### config.mk
export PLATFORM = sky130hd
export DESIGN_NAME = psa_status_io
export DESIGN_NICKNAME = d
export VERILOG_FILES = /design/src/hdl/psa_pkg.sv /design/src/hdl/psa_status_io.sv
export SDC_FILE = /design/constraint.sdc
export NUM_CORES = 1
export LEC_CHECK = 0
export BUFFER_PORTS_ARGS = -buffer_cell sky130_fd_sc_hd__buf_2
export CORE_ASPECT_RATIO = 1.1
export CORE_MARGIN = 2
export CORE_UTILIZATION = 49
export DETAILED_ROUTE_END_ITERATION = 12
export MAX_ROUTING_LAYER = met4
export PLACE_DENSITY = 0.81
export SYNTH_ARGS = -nofsm -noshare
export SYNTH_HDL_FRONTEND = slang
export SYNTH_SLANG_ARGS = --single-unit
### constraint.sdc
create_clock -name core_clk_in -period 8.6 [get_ports core_clk_in]
set_input_delay 0.43 -clock core_clk_in [delete_from_list [all_inputs] [get_ports core_clk_in]]
set_output_delay 0.43 -clock core_clk_in [all_outputs]
set_load 0.03 [all_outputs]
### src/hdl/psa_pkg.sv
// printer status and accessory i/o: shared constants and carriers
// assumes a 50 MHz core clock and a 32-bit axi4-lite register bus
`default_nettype none
package psa_pkg;
  // ----------------------------------------------------------------
  // timing
  // ----------------------------------------------------------------
  localparam int CLK_HZ = 50_000_000;
  localparam int END_PULSE_MS = 20;
  localparam int END_PULSE_CYC = CLK_HZ / 1000 * END_PULSE_MS;
  // ----------------------------------------------------------------
  // register map (byte addresses) and fields
  // ----------------------------------------------------------------
  localparam int ADDR_W = 8;
  localparam logic [7:0] REG_CTRL = 8'h00;
  localparam logic [7:0] REG_STATUS = 8'h04;
  localparam logic [7:0] REG_IRQ_STAT = 8'h08;
  localparam logic [7:0] REG_IRQ_MASK = 8'h0C;
  localparam int CTRL_LEGACY = 0;
  localparam int CTRL_PS_EN_SW = 1;
  localparam int CTRL_EP_LO = 2;
  localparam int CTRL_EP_HI = 3;
  localparam logic [3:0] CTRL_RST = 4'h0;
  localparam int IRQ_W = 4;
  localparam int IRQ_ENQ_DONE = 0;
  localparam int IRQ_ERROR = 1;
  localparam int IRQ_REPRINT = 2;
  localparam int IRQ_PSTART = 3;
  localparam logic [1:0] RESP_OKAY = 2'h0;
  localparam logic [1:0] RESP_SLVERR = 2'h2;
  // ----------------------------------------------------------------
  // status byte codes
  // ----------------------------------------------------------------
  localparam logic [7:0] BASE_OFFLINE = 8'h30;
  localparam logic [7:0] BASE_WAIT = 8'h41;
  localparam logic [7:0] BASE_PRINT = 8'h47;
  localparam logic [7:0] BASE_DISPENSE = 8'h4D;
  localparam logic [7:0] BASE_COMPILE = 8'h53;
  localparam logic [7:0] OFS_RNE = 8'h01;
  localparam logic [7:0] OFS_BNF = 8'h02;
  localparam logic [7:0] OFS_BOTH = 8'h03;
  localparam logic [7:0] OFS_STOP = 8'h04;
  localparam logic [7:0] ERR_HEAD_OPEN = 8'h62;
  localparam logic [7:0] ERR_PAPER_END = 8'h63;
  localparam logic [7:0] ERR_RIBBON_END = 8'h64;
  localparam logic [7:0] ERR_MEDIA = 8'h65;
  localparam logic [7:0] ERR_SENSOR = 8'h66;
  localparam logic [7:0] ERR_HEAD = 8'h67;
  localparam logic [7:0] ERR_CUTTER = 8'h6A;
  localparam logic [7:0] ERR_OTHER = 8'h6B;
  localparam logic [7:0] CH_STX = 8'h02;
  localparam logic [7:0] CH_ETX = 8'h03;
  localparam int REC_BYTES = 27;
  localparam logic [4:0] REC_LAST_IDX = 5'h1A;
  // ----------------------------------------------------------------
  // types
  // ----------------------------------------------------------------
  typedef enum logic [2:0] {
    PSA_OP_OFFLINE = 3'h0,
    PSA_OP_WAIT = 3'h1,
    PSA_OP_PRINT = 3'h3,
    PSA_OP_DISPENSE = 3'h2,
    PSA_OP_COMPILE = 3'h6
  } psa_op_e;
  typedef enum logic [1:0] {
    PSA_EP_PULSE_LO = 2'h0,
    PSA_EP_LEVEL_LO = 2'h1,
    PSA_EP_LEVEL_HI = 2'h2,
    PSA_EP_PULSE_HI = 2'h3
  } psa_ep_e;
  typedef enum logic {
    PSA_REC_IDLE = 1'b0,
    PSA_REC_SEND = 1'b1
  } psa_rec_e;
  typedef struct packed {
    logic head_open;
    logic paper_end;
    logic ribbon_end;
    logic media_err;
    logic sensor_err;
    logic head_err;
    logic cutter_err;
    logic other_err;
    logic rx_buf_full;
    logic ribbon_near_end;
    logic buffer_near_full;
    logic print_stopped;
  } psa_cond_s;
  typedef struct packed {
    logic [15:0] job_id;
    logic [47:0] remaining;
    logic [127:0] job_name;
  } psa_job_s;
endpackage
`default_nettype wire

### src/hdl/psa_status_io.sv
// printer status byte encoder, framed status record and accessory pins
// assumes all inputs synchronous to core_clk_in; axi4-lite master
// issues at most one write and one read at a time
`default_nettype none
// Functional notes
// (RULE1) off-line, no error: 0x30..0x33 by ribbon/buffer, 0x34 print stopped
// (RULE2) on-line waiting for data: 0x41..0x44, 0x45 print stopped
// (RULE3) on-line printing: 0x47..0x4A, 0x4B print stopped
// (RULE4) on-line waiting to dispense: 0x4D..0x50, 0x51 print stopped
// (RULE5) compiling: 0x53..0x55; both and print stopped report 0x56
// (RULE6) error: 0x62..0x67, 0x6A cutter, 0x6B other, fixed priority
// (RULE7) legacy mode drops print-stopped codes and compiling both-code
// (RULE8) ribbon-near-end pin high when near end, low once exhausted
// (RULE9) error pin low on any error, including receive buffer full
// (RULE10) reprint input falling edge requests one duplicate of last label
// (RULE11) print-start pulled low prints one label, only with switch off
// (RULE12) end-print output uses one of four waveforms chosen by two bits
// (RULE13) label-out pin low while a label-out error exists
// (RULE14) ribbon-out pin low while ribbon is exhausted
// (RULE15) off-line pin low while off-line
// (RULE16) enquiry answered with framed 27-byte record carrying status byte
// (RULE17) any error code takes precedence over non-error state codes
module psa_status_io #(
  parameter int END_PULSE_CYC = psa_pkg::END_PULSE_CYC
) (
  input wire logic core_clk_in,
  input wire logic rst_in,
  input wire logic ce_in,
  input wire logic [psa_pkg::ADDR_W-1:0] s_axi_awaddr_in,
  input wire logic s_axi_awvalid_in,
  output logic s_axi_awready_out,
  input wire logic [31:0] s_axi_wdata_in,
  input wire logic [3:0] s_axi_wstrb_in,
  input wire logic s_axi_wvalid_in,
  output logic s_axi_wready_out,
  output logic [1:0] s_axi_bresp_out,
  output logic s_axi_bvalid_out,
  input wire logic s_axi_bready_in,
  input wire logic [psa_pkg::ADDR_W-1:0] s_axi_araddr_in,
  input wire logic s_axi_arvalid_in,
  output logic s_axi_arready_out,
  output logic [31:0] s_axi_rdata_out,
  output logic [1:0] s_axi_rresp_out,
  output logic s_axi_rvalid_out,
  input wire logic s_axi_rready_in,
  input wire psa_pkg::psa_op_e op_state_in,
  input wire psa_pkg::psa_cond_s cond_in,
  input wire psa_pkg::psa_job_s job_in,
  input wire logic print_cycle_in,
  input wire logic print_done_in,
  input wire logic enq_in,
  output logic [7:0] rec_byte_out,
  output logic rec_valid_out,
  output logic rec_last_out,
  input wire logic rec_ready_in,
  input wire logic reprint_n_in,
  input wire logic print_start_n_in,
  output logic reprint_req_out,
  output logic print_one_out,
  output logic [7:0] status_code_out,
  output logic ribbon_near_end_out,
  output logic error_n_out,
  output logic label_out_n_out,
  output logic ribbon_out_n_out,
  output logic offline_n_out,
  output logic end_print_out,
  output logic irq_out
);
  localparam int CW = $clog2(END_PULSE_CYC + 1);
  localparam int FW = psa_pkg::REC_BYTES * 8;
  localparam logic [CW-1:0] PULSE_LOAD = CW'(END_PULSE_CYC);

  if (END_PULSE_CYC < 1)
  begin : g_bad_pulse
    $error("END_PULSE_CYC must be at least one cycle");
  end

  // ----------------------------------------------------------------
  // helpers
  // ----------------------------------------------------------------
  function automatic logic [2:0] reg_sel(
    input logic [psa_pkg::ADDR_W-1:0] a);
    // bit 2 flags a mapped word, low bits its index
    case (a)
      psa_pkg::REG_CTRL: reg_sel = 3'h4;
      psa_pkg::REG_STATUS: reg_sel = 3'h5;
      psa_pkg::REG_IRQ_STAT: reg_sel = 3'h6;
      psa_pkg::REG_IRQ_MASK: reg_sel = 3'h7;
      default: reg_sel = 3'h0;
    endcase
  endfunction

  function automatic logic [7:0] encode_status(
    input psa_pkg::psa_op_e op, input psa_pkg::psa_cond_s c,
    input logic legacy);
    logic [7:0] base;
    logic [7:0] ofs;
    base = psa_pkg::BASE_OFFLINE;
    ofs = 8'h00;
    unique case (op)
      psa_pkg::PSA_OP_OFFLINE: base = psa_pkg::BASE_OFFLINE; // [RULE1]
      psa_pkg::PSA_OP_WAIT: base = psa_pkg::BASE_WAIT; // [RULE2]
      psa_pkg::PSA_OP_PRINT: base = psa_pkg::BASE_PRINT; // [RULE3]
      psa_pkg::PSA_OP_DISPENSE: base = psa_pkg::BASE_DISPENSE; // [RULE4]
      psa_pkg::PSA_OP_COMPILE: base = psa_pkg::BASE_COMPILE; // [RULE5]
      default: base = psa_pkg::BASE_OFFLINE;
    endcase
    if (c.print_stopped && !legacy)
      ofs = psa_pkg::OFS_STOP; // [RULE7]
    else if (c.ribbon_near_end && c.buffer_near_full)
      ofs = psa_pkg::OFS_BOTH;
    else if (c.buffer_near_full)
      ofs = psa_pkg::OFS_BNF;
    else if (c.ribbon_near_end)
      ofs = psa_pkg::OFS_RNE;
    // compiling folds both codes onto one; legacy keeps buffer code
    if (op == psa_pkg::PSA_OP_COMPILE && ofs > psa_pkg::OFS_BNF)
      ofs = legacy ? psa_pkg::OFS_BNF : psa_pkg::OFS_BOTH; // [RULE5] [RULE7]
    // error group wins over every state code
    if (c.head_open) // [RULE6] [RULE17]
      encode_status = psa_pkg::ERR_HEAD_OPEN;
    else if (c.paper_end) encode_status = psa_pkg::ERR_PAPER_END;
    else if (c.ribbon_end) encode_status = psa_pkg::ERR_RIBBON_END;
    else if (c.media_err) encode_status = psa_pkg::ERR_MEDIA;
    else if (c.sensor_err) encode_status = psa_pkg::ERR_SENSOR;
    else if (c.head_err) encode_status = psa_pkg::ERR_HEAD;
    else if (c.cutter_err) encode_status = psa_pkg::ERR_CUTTER;
    else if (c.other_err) encode_status = psa_pkg::ERR_OTHER;
    else encode_status = base + ofs;
  endfunction

  // ----------------------------------------------------------------
  // axi4-lite slave
  // ----------------------------------------------------------------
  logic aw_got_r, w_got_r, bvalid_r, rvalid_r;
  logic [psa_pkg::ADDR_W-1:0] aw_addr_r;
  logic [31:0] wdata_r;
  logic wstrb0_r;
  logic [1:0] bresp_r, rresp_r;
  logic [31:0] rdata_r;
  logic [3:0] ctrl_r;
  logic [psa_pkg::IRQ_W-1:0] irq_stat_r, irq_mask_r, irq_ev;
  logic [2:0] wsel;
  logic do_write;
  logic [7:0] status_r;
  logic [5:0] pins;

  assign s_axi_awready_out = !aw_got_r && !bvalid_r;
  assign s_axi_wready_out = !w_got_r && !bvalid_r;
  assign s_axi_arready_out = !rvalid_r;
  assign s_axi_bvalid_out = bvalid_r;
  assign s_axi_bresp_out = bresp_r;
  assign s_axi_rvalid_out = rvalid_r;
  assign s_axi_rresp_out = rresp_r;
  assign s_axi_rdata_out = rdata_r;
  assign do_write = aw_got_r && w_got_r && !bvalid_r;
  assign wsel = reg_sel(aw_addr_r);

  always_ff @(posedge core_clk_in or posedge rst_in)
  begin
    if (rst_in)
    begin
      aw_got_r <= 1'b0;
      w_got_r <= 1'b0;
      aw_addr_r <= '0;
      wdata_r <= '0;
      wstrb0_r <= 1'b0;
    end
    else if (ce_in)
    begin
      if (s_axi_awvalid_in && s_axi_awready_out)
      begin
        aw_got_r <= 1'b1;
        aw_addr_r <= s_axi_awaddr_in;
      end
      else if (do_write)
        aw_got_r <= 1'b0;
      if (s_axi_wvalid_in && s_axi_wready_out)
      begin
        w_got_r <= 1'b1;
        wdata_r <= s_axi_wdata_in;
        wstrb0_r <= s_axi_wstrb_in[0];
      end
      else if (do_write)
        w_got_r <= 1'b0;
    end
  end

  always_ff @(posedge core_clk_in or posedge rst_in)
  begin
    if (rst_in)
    begin
      bvalid_r <= 1'b0;
      bresp_r <= psa_pkg::RESP_OKAY;
    end
    else if (ce_in)
    begin
      if (do_write)
      begin
        bvalid_r <= 1'b1;
        bresp_r <= wsel[2] ? psa_pkg::RESP_OKAY : psa_pkg::RESP_SLVERR;
      end
      else if (s_axi_bready_in)
        bvalid_r <= 1'b0;
    end
  end

  always_ff @(posedge core_clk_in or posedge rst_in)
  begin
    if (rst_in)
    begin
      rvalid_r <= 1'b0;
      rdata_r <= '0;
      rresp_r <= psa_pkg::RESP_OKAY;
    end
    else if (ce_in)
    begin
      if (s_axi_arvalid_in && s_axi_arready_out)
      begin
        rvalid_r <= 1'b1;
        rresp_r <= psa_pkg::RESP_OKAY;
        unique case (reg_sel(s_axi_araddr_in))
          3'h4: rdata_r <= {28'h000_0000, ctrl_r};
          3'h5: rdata_r <= {18'h0_0000, pins, status_r};
          3'h6: rdata_r <= {28'h000_0000, irq_stat_r};
          3'h7: rdata_r <= {28'h000_0000, irq_mask_r};
          default:
          begin
            rdata_r <= '0;
            rresp_r <= psa_pkg::RESP_SLVERR;
          end
        endcase
      end
      else if (s_axi_rready_in)
        rvalid_r <= 1'b0;
    end
  end

  // ctrl: legacy protocol, print-start enable switch, end-print type
  always_ff @(posedge core_clk_in or posedge rst_in)
  begin
    if (rst_in)
    begin
      ctrl_r <= psa_pkg::CTRL_RST;
      irq_mask_r <= '0;
    end
    else if (ce_in && do_write && wstrb0_r)
    begin
      if (wsel == 3'h4)
        ctrl_r <= wdata_r[3:0];
      if (wsel == 3'h7)
        irq_mask_r <= wdata_r[psa_pkg::IRQ_W-1:0];
    end
  end

  // set beats a same-cycle write-one clear
  always_ff @(posedge core_clk_in or posedge rst_in)
  begin
    if (rst_in)
      irq_stat_r <= '0;
    else if (ce_in)
    begin
      if (do_write && wstrb0_r && wsel == 3'h6)
        irq_stat_r <= (irq_stat_r & ~wdata_r[psa_pkg::IRQ_W-1:0]) | irq_ev;
      else
        irq_stat_r <= irq_stat_r | irq_ev;
    end
  end
  assign irq_out = |(irq_stat_r & irq_mask_r);

  // ----------------------------------------------------------------
  // status byte and accessory pins
  // ----------------------------------------------------------------
  logic legacy, ps_en_sw, err_any, err_r;
  logic reprint_d_r, start_d_r;
  psa_pkg::psa_ep_e ep_type;
  assign legacy = ctrl_r[psa_pkg::CTRL_LEGACY];
  assign ps_en_sw = ctrl_r[psa_pkg::CTRL_PS_EN_SW];
  assign ep_type = psa_pkg::psa_ep_e'(
    {ctrl_r[psa_pkg::CTRL_EP_HI], ctrl_r[psa_pkg::CTRL_EP_LO]});
  assign err_any = cond_in.head_open || cond_in.paper_end ||
    cond_in.ribbon_end || cond_in.media_err || cond_in.sensor_err ||
    cond_in.head_err || cond_in.cutter_err || cond_in.other_err ||
    cond_in.rx_buf_full;
  assign status_code_out = status_r;
  assign pins = {ribbon_near_end_out, error_n_out, label_out_n_out,
    ribbon_out_n_out, offline_n_out, end_print_out};

  always_ff @(posedge core_clk_in or posedge rst_in)
  begin
    if (rst_in)
    begin
      status_r <= psa_pkg::BASE_OFFLINE;
      ribbon_near_end_out <= 1'b0;
      error_n_out <= 1'b1;
      label_out_n_out <= 1'b1;
      ribbon_out_n_out <= 1'b1;
      offline_n_out <= 1'b0;
      err_r <= 1'b0;
    end
    else if (ce_in)
    begin
      status_r <= encode_status(op_state_in, cond_in, legacy);
      ribbon_near_end_out <= cond_in.ribbon_near_end &&
        !cond_in.ribbon_end; // [RULE8]
      error_n_out <= !err_any; // [RULE9]
      label_out_n_out <= !cond_in.paper_end; // [RULE13]
      ribbon_out_n_out <= !cond_in.ribbon_end; // [RULE14]
      offline_n_out <= op_state_in != psa_pkg::PSA_OP_OFFLINE; // [RULE15]
      err_r <= err_any;
    end
  end

  // accessory inputs idle high; a pull to ground is one request
  always_ff @(posedge core_clk_in or posedge rst_in)
  begin
    if (rst_in)
    begin
      reprint_d_r <= 1'b1;
      start_d_r <= 1'b1;
      reprint_req_out <= 1'b0;
      print_one_out <= 1'b0;
    end
    else if (ce_in)
    begin
      reprint_d_r <= reprint_n_in;
      start_d_r <= print_start_n_in;
      reprint_req_out <= reprint_d_r && !reprint_n_in; // [RULE10]
      print_one_out <= start_d_r && !print_start_n_in && !ps_en_sw; // [RULE11]
    end
  end

  // end-print waveform; pulse types time out on the counter
  logic [CW-1:0] ep_cnt_r;
  always_ff @(posedge core_clk_in or posedge rst_in)
  begin
    if (rst_in)
    begin
      ep_cnt_r <= '0;
      end_print_out <= 1'b1;
    end
    else if (ce_in)
    begin
      if (print_done_in)
        ep_cnt_r <= PULSE_LOAD;
      else if (ep_cnt_r != '0)
        ep_cnt_r <= ep_cnt_r - CW'(1);
      unique case (ep_type) // [RULE12]
        psa_pkg::PSA_EP_PULSE_LO:
          end_print_out <= !(print_done_in || ep_cnt_r > CW'(1));
        psa_pkg::PSA_EP_LEVEL_LO: end_print_out <= !print_cycle_in;
        psa_pkg::PSA_EP_LEVEL_HI: end_print_out <= print_cycle_in;
        psa_pkg::PSA_EP_PULSE_HI:
          end_print_out <= print_done_in || ep_cnt_r > CW'(1);
      endcase
    end
  end

  // ----------------------------------------------------------------
  // status record: stx, id(2), status, remaining(6), name(16), etx
  // ----------------------------------------------------------------
  psa_pkg::psa_rec_e rec_st_r;
  logic [FW-1:0] frame_r;
  logic [4:0] rec_idx_r;
  logic rec_start, rec_take;
  assign rec_start = enq_in && rec_st_r == psa_pkg::PSA_REC_IDLE;
  assign rec_take = rec_valid_out && rec_ready_in;
  assign rec_valid_out = rec_st_r == psa_pkg::PSA_REC_SEND;
  assign rec_byte_out = frame_r[FW-1 -: 8];
  assign rec_last_out = rec_valid_out && rec_idx_r == psa_pkg::REC_LAST_IDX;

  always_ff @(posedge core_clk_in or posedge rst_in)
  begin
    if (rst_in)
    begin
      rec_st_r <= psa_pkg::PSA_REC_IDLE;
      frame_r <= '0;
      rec_idx_r <= '0;
    end
    else if (ce_in)
    begin
      unique case (rec_st_r)
        psa_pkg::PSA_REC_IDLE:
          if (enq_in)
          begin
            rec_st_r <= psa_pkg::PSA_REC_SEND;
            rec_idx_r <= '0;
            frame_r <= {psa_pkg::CH_STX, job_in.job_id, status_r,
              job_in.remaining, job_in.job_name, psa_pkg::CH_ETX}; // [RULE16]
          end
        psa_pkg::PSA_REC_SEND:
          if (rec_take)
          begin
            frame_r <= {frame_r[FW-9:0], 8'h00};
            rec_idx_r <= rec_idx_r + 5'h01;
            if (rec_last_out)
              rec_st_r <= psa_pkg::PSA_REC_IDLE;
          end
      endcase
    end
  end

  assign irq_ev = {print_one_out, reprint_req_out, err_any && !err_r,
    rec_take && rec_last_out};
endmodule
`default_nettype wire

==> results.json <==
{
  "switching_share": 0.3180,
  "ys_seq_area_frac": 0.5374,
  "grt_overflow": 0,
  "coreArea_mm2": 0.02787,
  "fin_nets": 1851,
  "synth_area_leader_cell": "dfrtp_1",
  "cts-hold-fix-buffers": 0,
  "combinationalPowerShare": 0.244,
  "drc": 0,
  "dr.first_iter.drc_count": 790,
  "grt_max_degree": 282,
  "die_height_um": 180.6,
  "dieArea_mm2": 0.02972,
  "synth_most_common_cell": "dfrtp_1",
  "cts_inserted_buffers": 31,
  "crit_end": "frame_r[154]",
  "path_clk_slew_ns": 0.06,
  "final.min_clock_period_ns": 3.300,
  "synth.distinct_cells": 61,
  "syn_inst": 1331,
  "status": "finished, final reports clean",
  "worst_pin_slew_ns": 1.153,
  "syn_avg_cell_area_um2": 10.44,
  "worstSetupEndpointType": "register",
  "finalSetupViolations": 0,
  "placementRows": 64,
  "multi_input_area_mm2": 0.005862,
  "rr_startpoint": "rec_valid_out",
  "postCtsResizedCells": 0,
  "cp-start-kind": "register",
  "antenna_found_initial": 15,
  "cts_num_sinks": 298,
  "io_buffers": 288,
  "globalRouteTotalUtil": 0.2195,
  "yosys.area_share.simple": 0.1136,
  "gp_congestion": 0.8415,
  "synthFlopType": "dfrtp_1",
  "finalCritPeriodShare": 0.3837,
  "wirelength_mm": 32.49,
  "hold_class": "in2reg",
  "grt_pass1_vias": 10240,
  "netlist_top_cells_count": "dfrtp_1, nand2_1, o21ai_0, mux2i_1, clkbuf_1",
  "crit_type": "reg2reg",
  "p_int_w": 0.003294,
  "post_drt_wl_per_cell_um": 16.47,
  "synth.area.top_cells": "dfrtp_1, mux2i_1, o21ai_0",
  "timing.rr.end": "frame_r[154]",
  "clock.fmax_ghz": 0.3030,
  "pwr_density_cell_mw_per_mm2": 292.2,
  "postCtsSetupBuffers": 0,
  "synthToLayoutAreaGrowth_pct": 18.95,
  "rsz0062_at_grt": "false",
  "synth_compound_area_frac": 0.1200,
  "start_util": 0.4987,
  "muxShareOfSynthArea": 0.1688,
  "power_frac_clock": 0.287,
  "register_area_mm2": 0.007471,
  "synthAdderAreaFrac": 0.007744,
  "setup.worst_path.start": "rec_valid_out",
  "h-tree-depth": 1,
  "cts_buffer_depth": 3,
  "ys_async_sr_fraction": 1.000,
  "hp-start": "cond_in[10]",
  "syn_area_mm2": 0.01390,
  "hpwl_mm": 22.40,
  "final.setup.tns_ns": 0,
  "synthXorXnorAreaFrac": 0.005042,
  "critPathMaxFanout": 281,
  "slew_headroom": 0.2312,
  "drtAntennaViolNets": 0,
  "synth_top_area_share": 0.5222,
  "grt_pass1_wl_mm": 51.61,
  "die_w_um": 164.6,
  "p_seq_frac": 0.469,
  "cp_data_required_time_ns": 8.98,
  "yosysWarnings": 0,
  "reg2reg_slack_ns": 5.30,
  "synth-edff-count": 0,
  "clock_skew_ns": 0.01568,
  "worstSkewPairLatency_ns": 0.56,
  "num_vias": 10480,
  "max_cap_viol_count": 0,
  "critPathArrivalTime_ns": 3.68,
  "rr_worst_depth": 6,
  "final_util": 0.5931,
  "peakVddDrop_mv": 0.1905,
  "firstDrtPassIters": 5,
  "p_switching_w": 0.001536,
  "drive_gt1_frac": 0.2547,
  "drv_slew": 0,
  "fillers": 2289,
  "tritoncts": "done",
  "synth_top_family_by_area": "multiplexers",
  "vias_per_cell": 5.312,
  "ys_ff_latch": 298,
  "ioPinCount": 341,
  "p_leak_nw": 8.741,
  "hold_violations": 0,
  "cts-root-buf": "clkbuf_16"
}
-- metal layers --
| layer | track usage | routed length (um) | up-vias |
|---|---|---|---|
| li1 | - | - | 5073 |
| met1 | 0.2746 | 13210 | 5023 |
| met2 | 0.3523 | 15960 | 333 |
| met3 | 0.04511 | 2349 | 47 |
| met4 | 0.08139 | 964 | 0 |
| met5 | - | 0 | - |
-- registers in the layout, indices dropped and copies added (netlist names), 5 cells and up --
name and flops:
aw_addr_r 8, ep_cnt_r 20, s_axi_rdata_out 14, status_code_out 7
frame_r 209, rec_idx_r 5
-- logic make-up after synthesis --
kind of cell,after synthesis
buf+inv,135
xor+xnor,8
compound gates,294
other cells,1
mux,226
flops,298
fa+ha+maj,8
simple gates,361
-- worst max-delay path, cell delays in order (launching register included) --
cell	delay (ns)
dfrtp_4	0.58
and3_1	0.20
buf_4	0.21
nor2_4	0.26
buf_12	0.68
buf_4	0.81
o21ai_0	0.24
-- stage by stage --
step	instances	setup WS (ns)	hold slack, ns	power (W)	cell area (um2)
floorplan	1351	4.217	0.4385	0.003128	13970
detailed placement	1900	4.783	0.4512	0.003476	15420
global placement	1900	4.860	0.4500	0.003380	15420
CTS	1957	5.271	0.02822	0.004880	16490
global route	1972	4.948	0.04651	0.005166	16530
finish	1972	5.300	0.05633	0.004830	16530
-- how the worst min path moves through the flow --
stage / cells past startpoint / endpoint / slack, ns
after floorplan: 2 / frame_r[191] / 0.44
after global placement: 2 / frame_r[210] / 0.45
after detailed placement: 2 / frame_r[213] / 0.45
after CTS: 2 / label_out_n_out / 0.03
after global routing: 2 / label_out_n_out / 0.05
final: 2 / label_out_n_out / 0.06
-- area by class of cell --
class                           instances  area share
Tap cell                              363     0.02748
Antenna cell                           15    0.002271
Multi-Input combinational cell        918      0.3547
Clock inverter                          8    0.007192
Inverter                               23    0.005450
Clock buffer                           49     0.05768
Timing Repair Buffer                  298     0.09326
Sequential cell                       298      0.4520
-- power by group through the flow --
| stage | sequential, W | clock [W] | combinational [W] |
|---|---|---|---|
| finish | 0.00227 | 0.00139 | 0.00118 |
| global route | 0.00234 | 0.00148 | 0.00135 |
| CTS | 0.00227 | 0.00142 | 0.00119 |
| detailed placement | 0.00229 | 0 | 0.00119 |
| global placement | 0.00225 | 0 | 0.00113 |
| floorplan | 0.00220 | 0 | 0.000926 |
-- layout by cell type (no fill, tap or decap), drive strengths merged, types with 3 or more instances in the layout --
| master | count |
|---|---|
| nor2b | 6 |
| bufinv | 3 |
| mux2i | 195 |
| o31ai | 3 |
| nor4 | 9 |
| conb | 21 |
| buf | 298 |
| xor2 | 5 |
| and3 | 3 |
| or4 | 3 |
| a21oi | 12 |
| a31oi | 9 |
| mux2 | 27 |
| nand2 | 250 |
| nand3 | 15 |
| and2 | 3 |
| nor2 | 39 |
| clkbuf | 49 |
| nand4 | 5 |
| nand2b | 3 |
| nor4b | 3 |
| inv | 23 |
| o21ai | 225 |
| nor3 | 11 |
| nor3b | 3 |
| mux4 | 4 |
| a22o | 18 |
| ha | 7 |
| xnor2 | 3 |
| dfrtp | 290 |
| a2111oi | 3 |
| dfstp | 8 |
| a21o | 7 |
| clkinv | 4 |
| diode | 15 |
(Power assumes the default switching activity.)
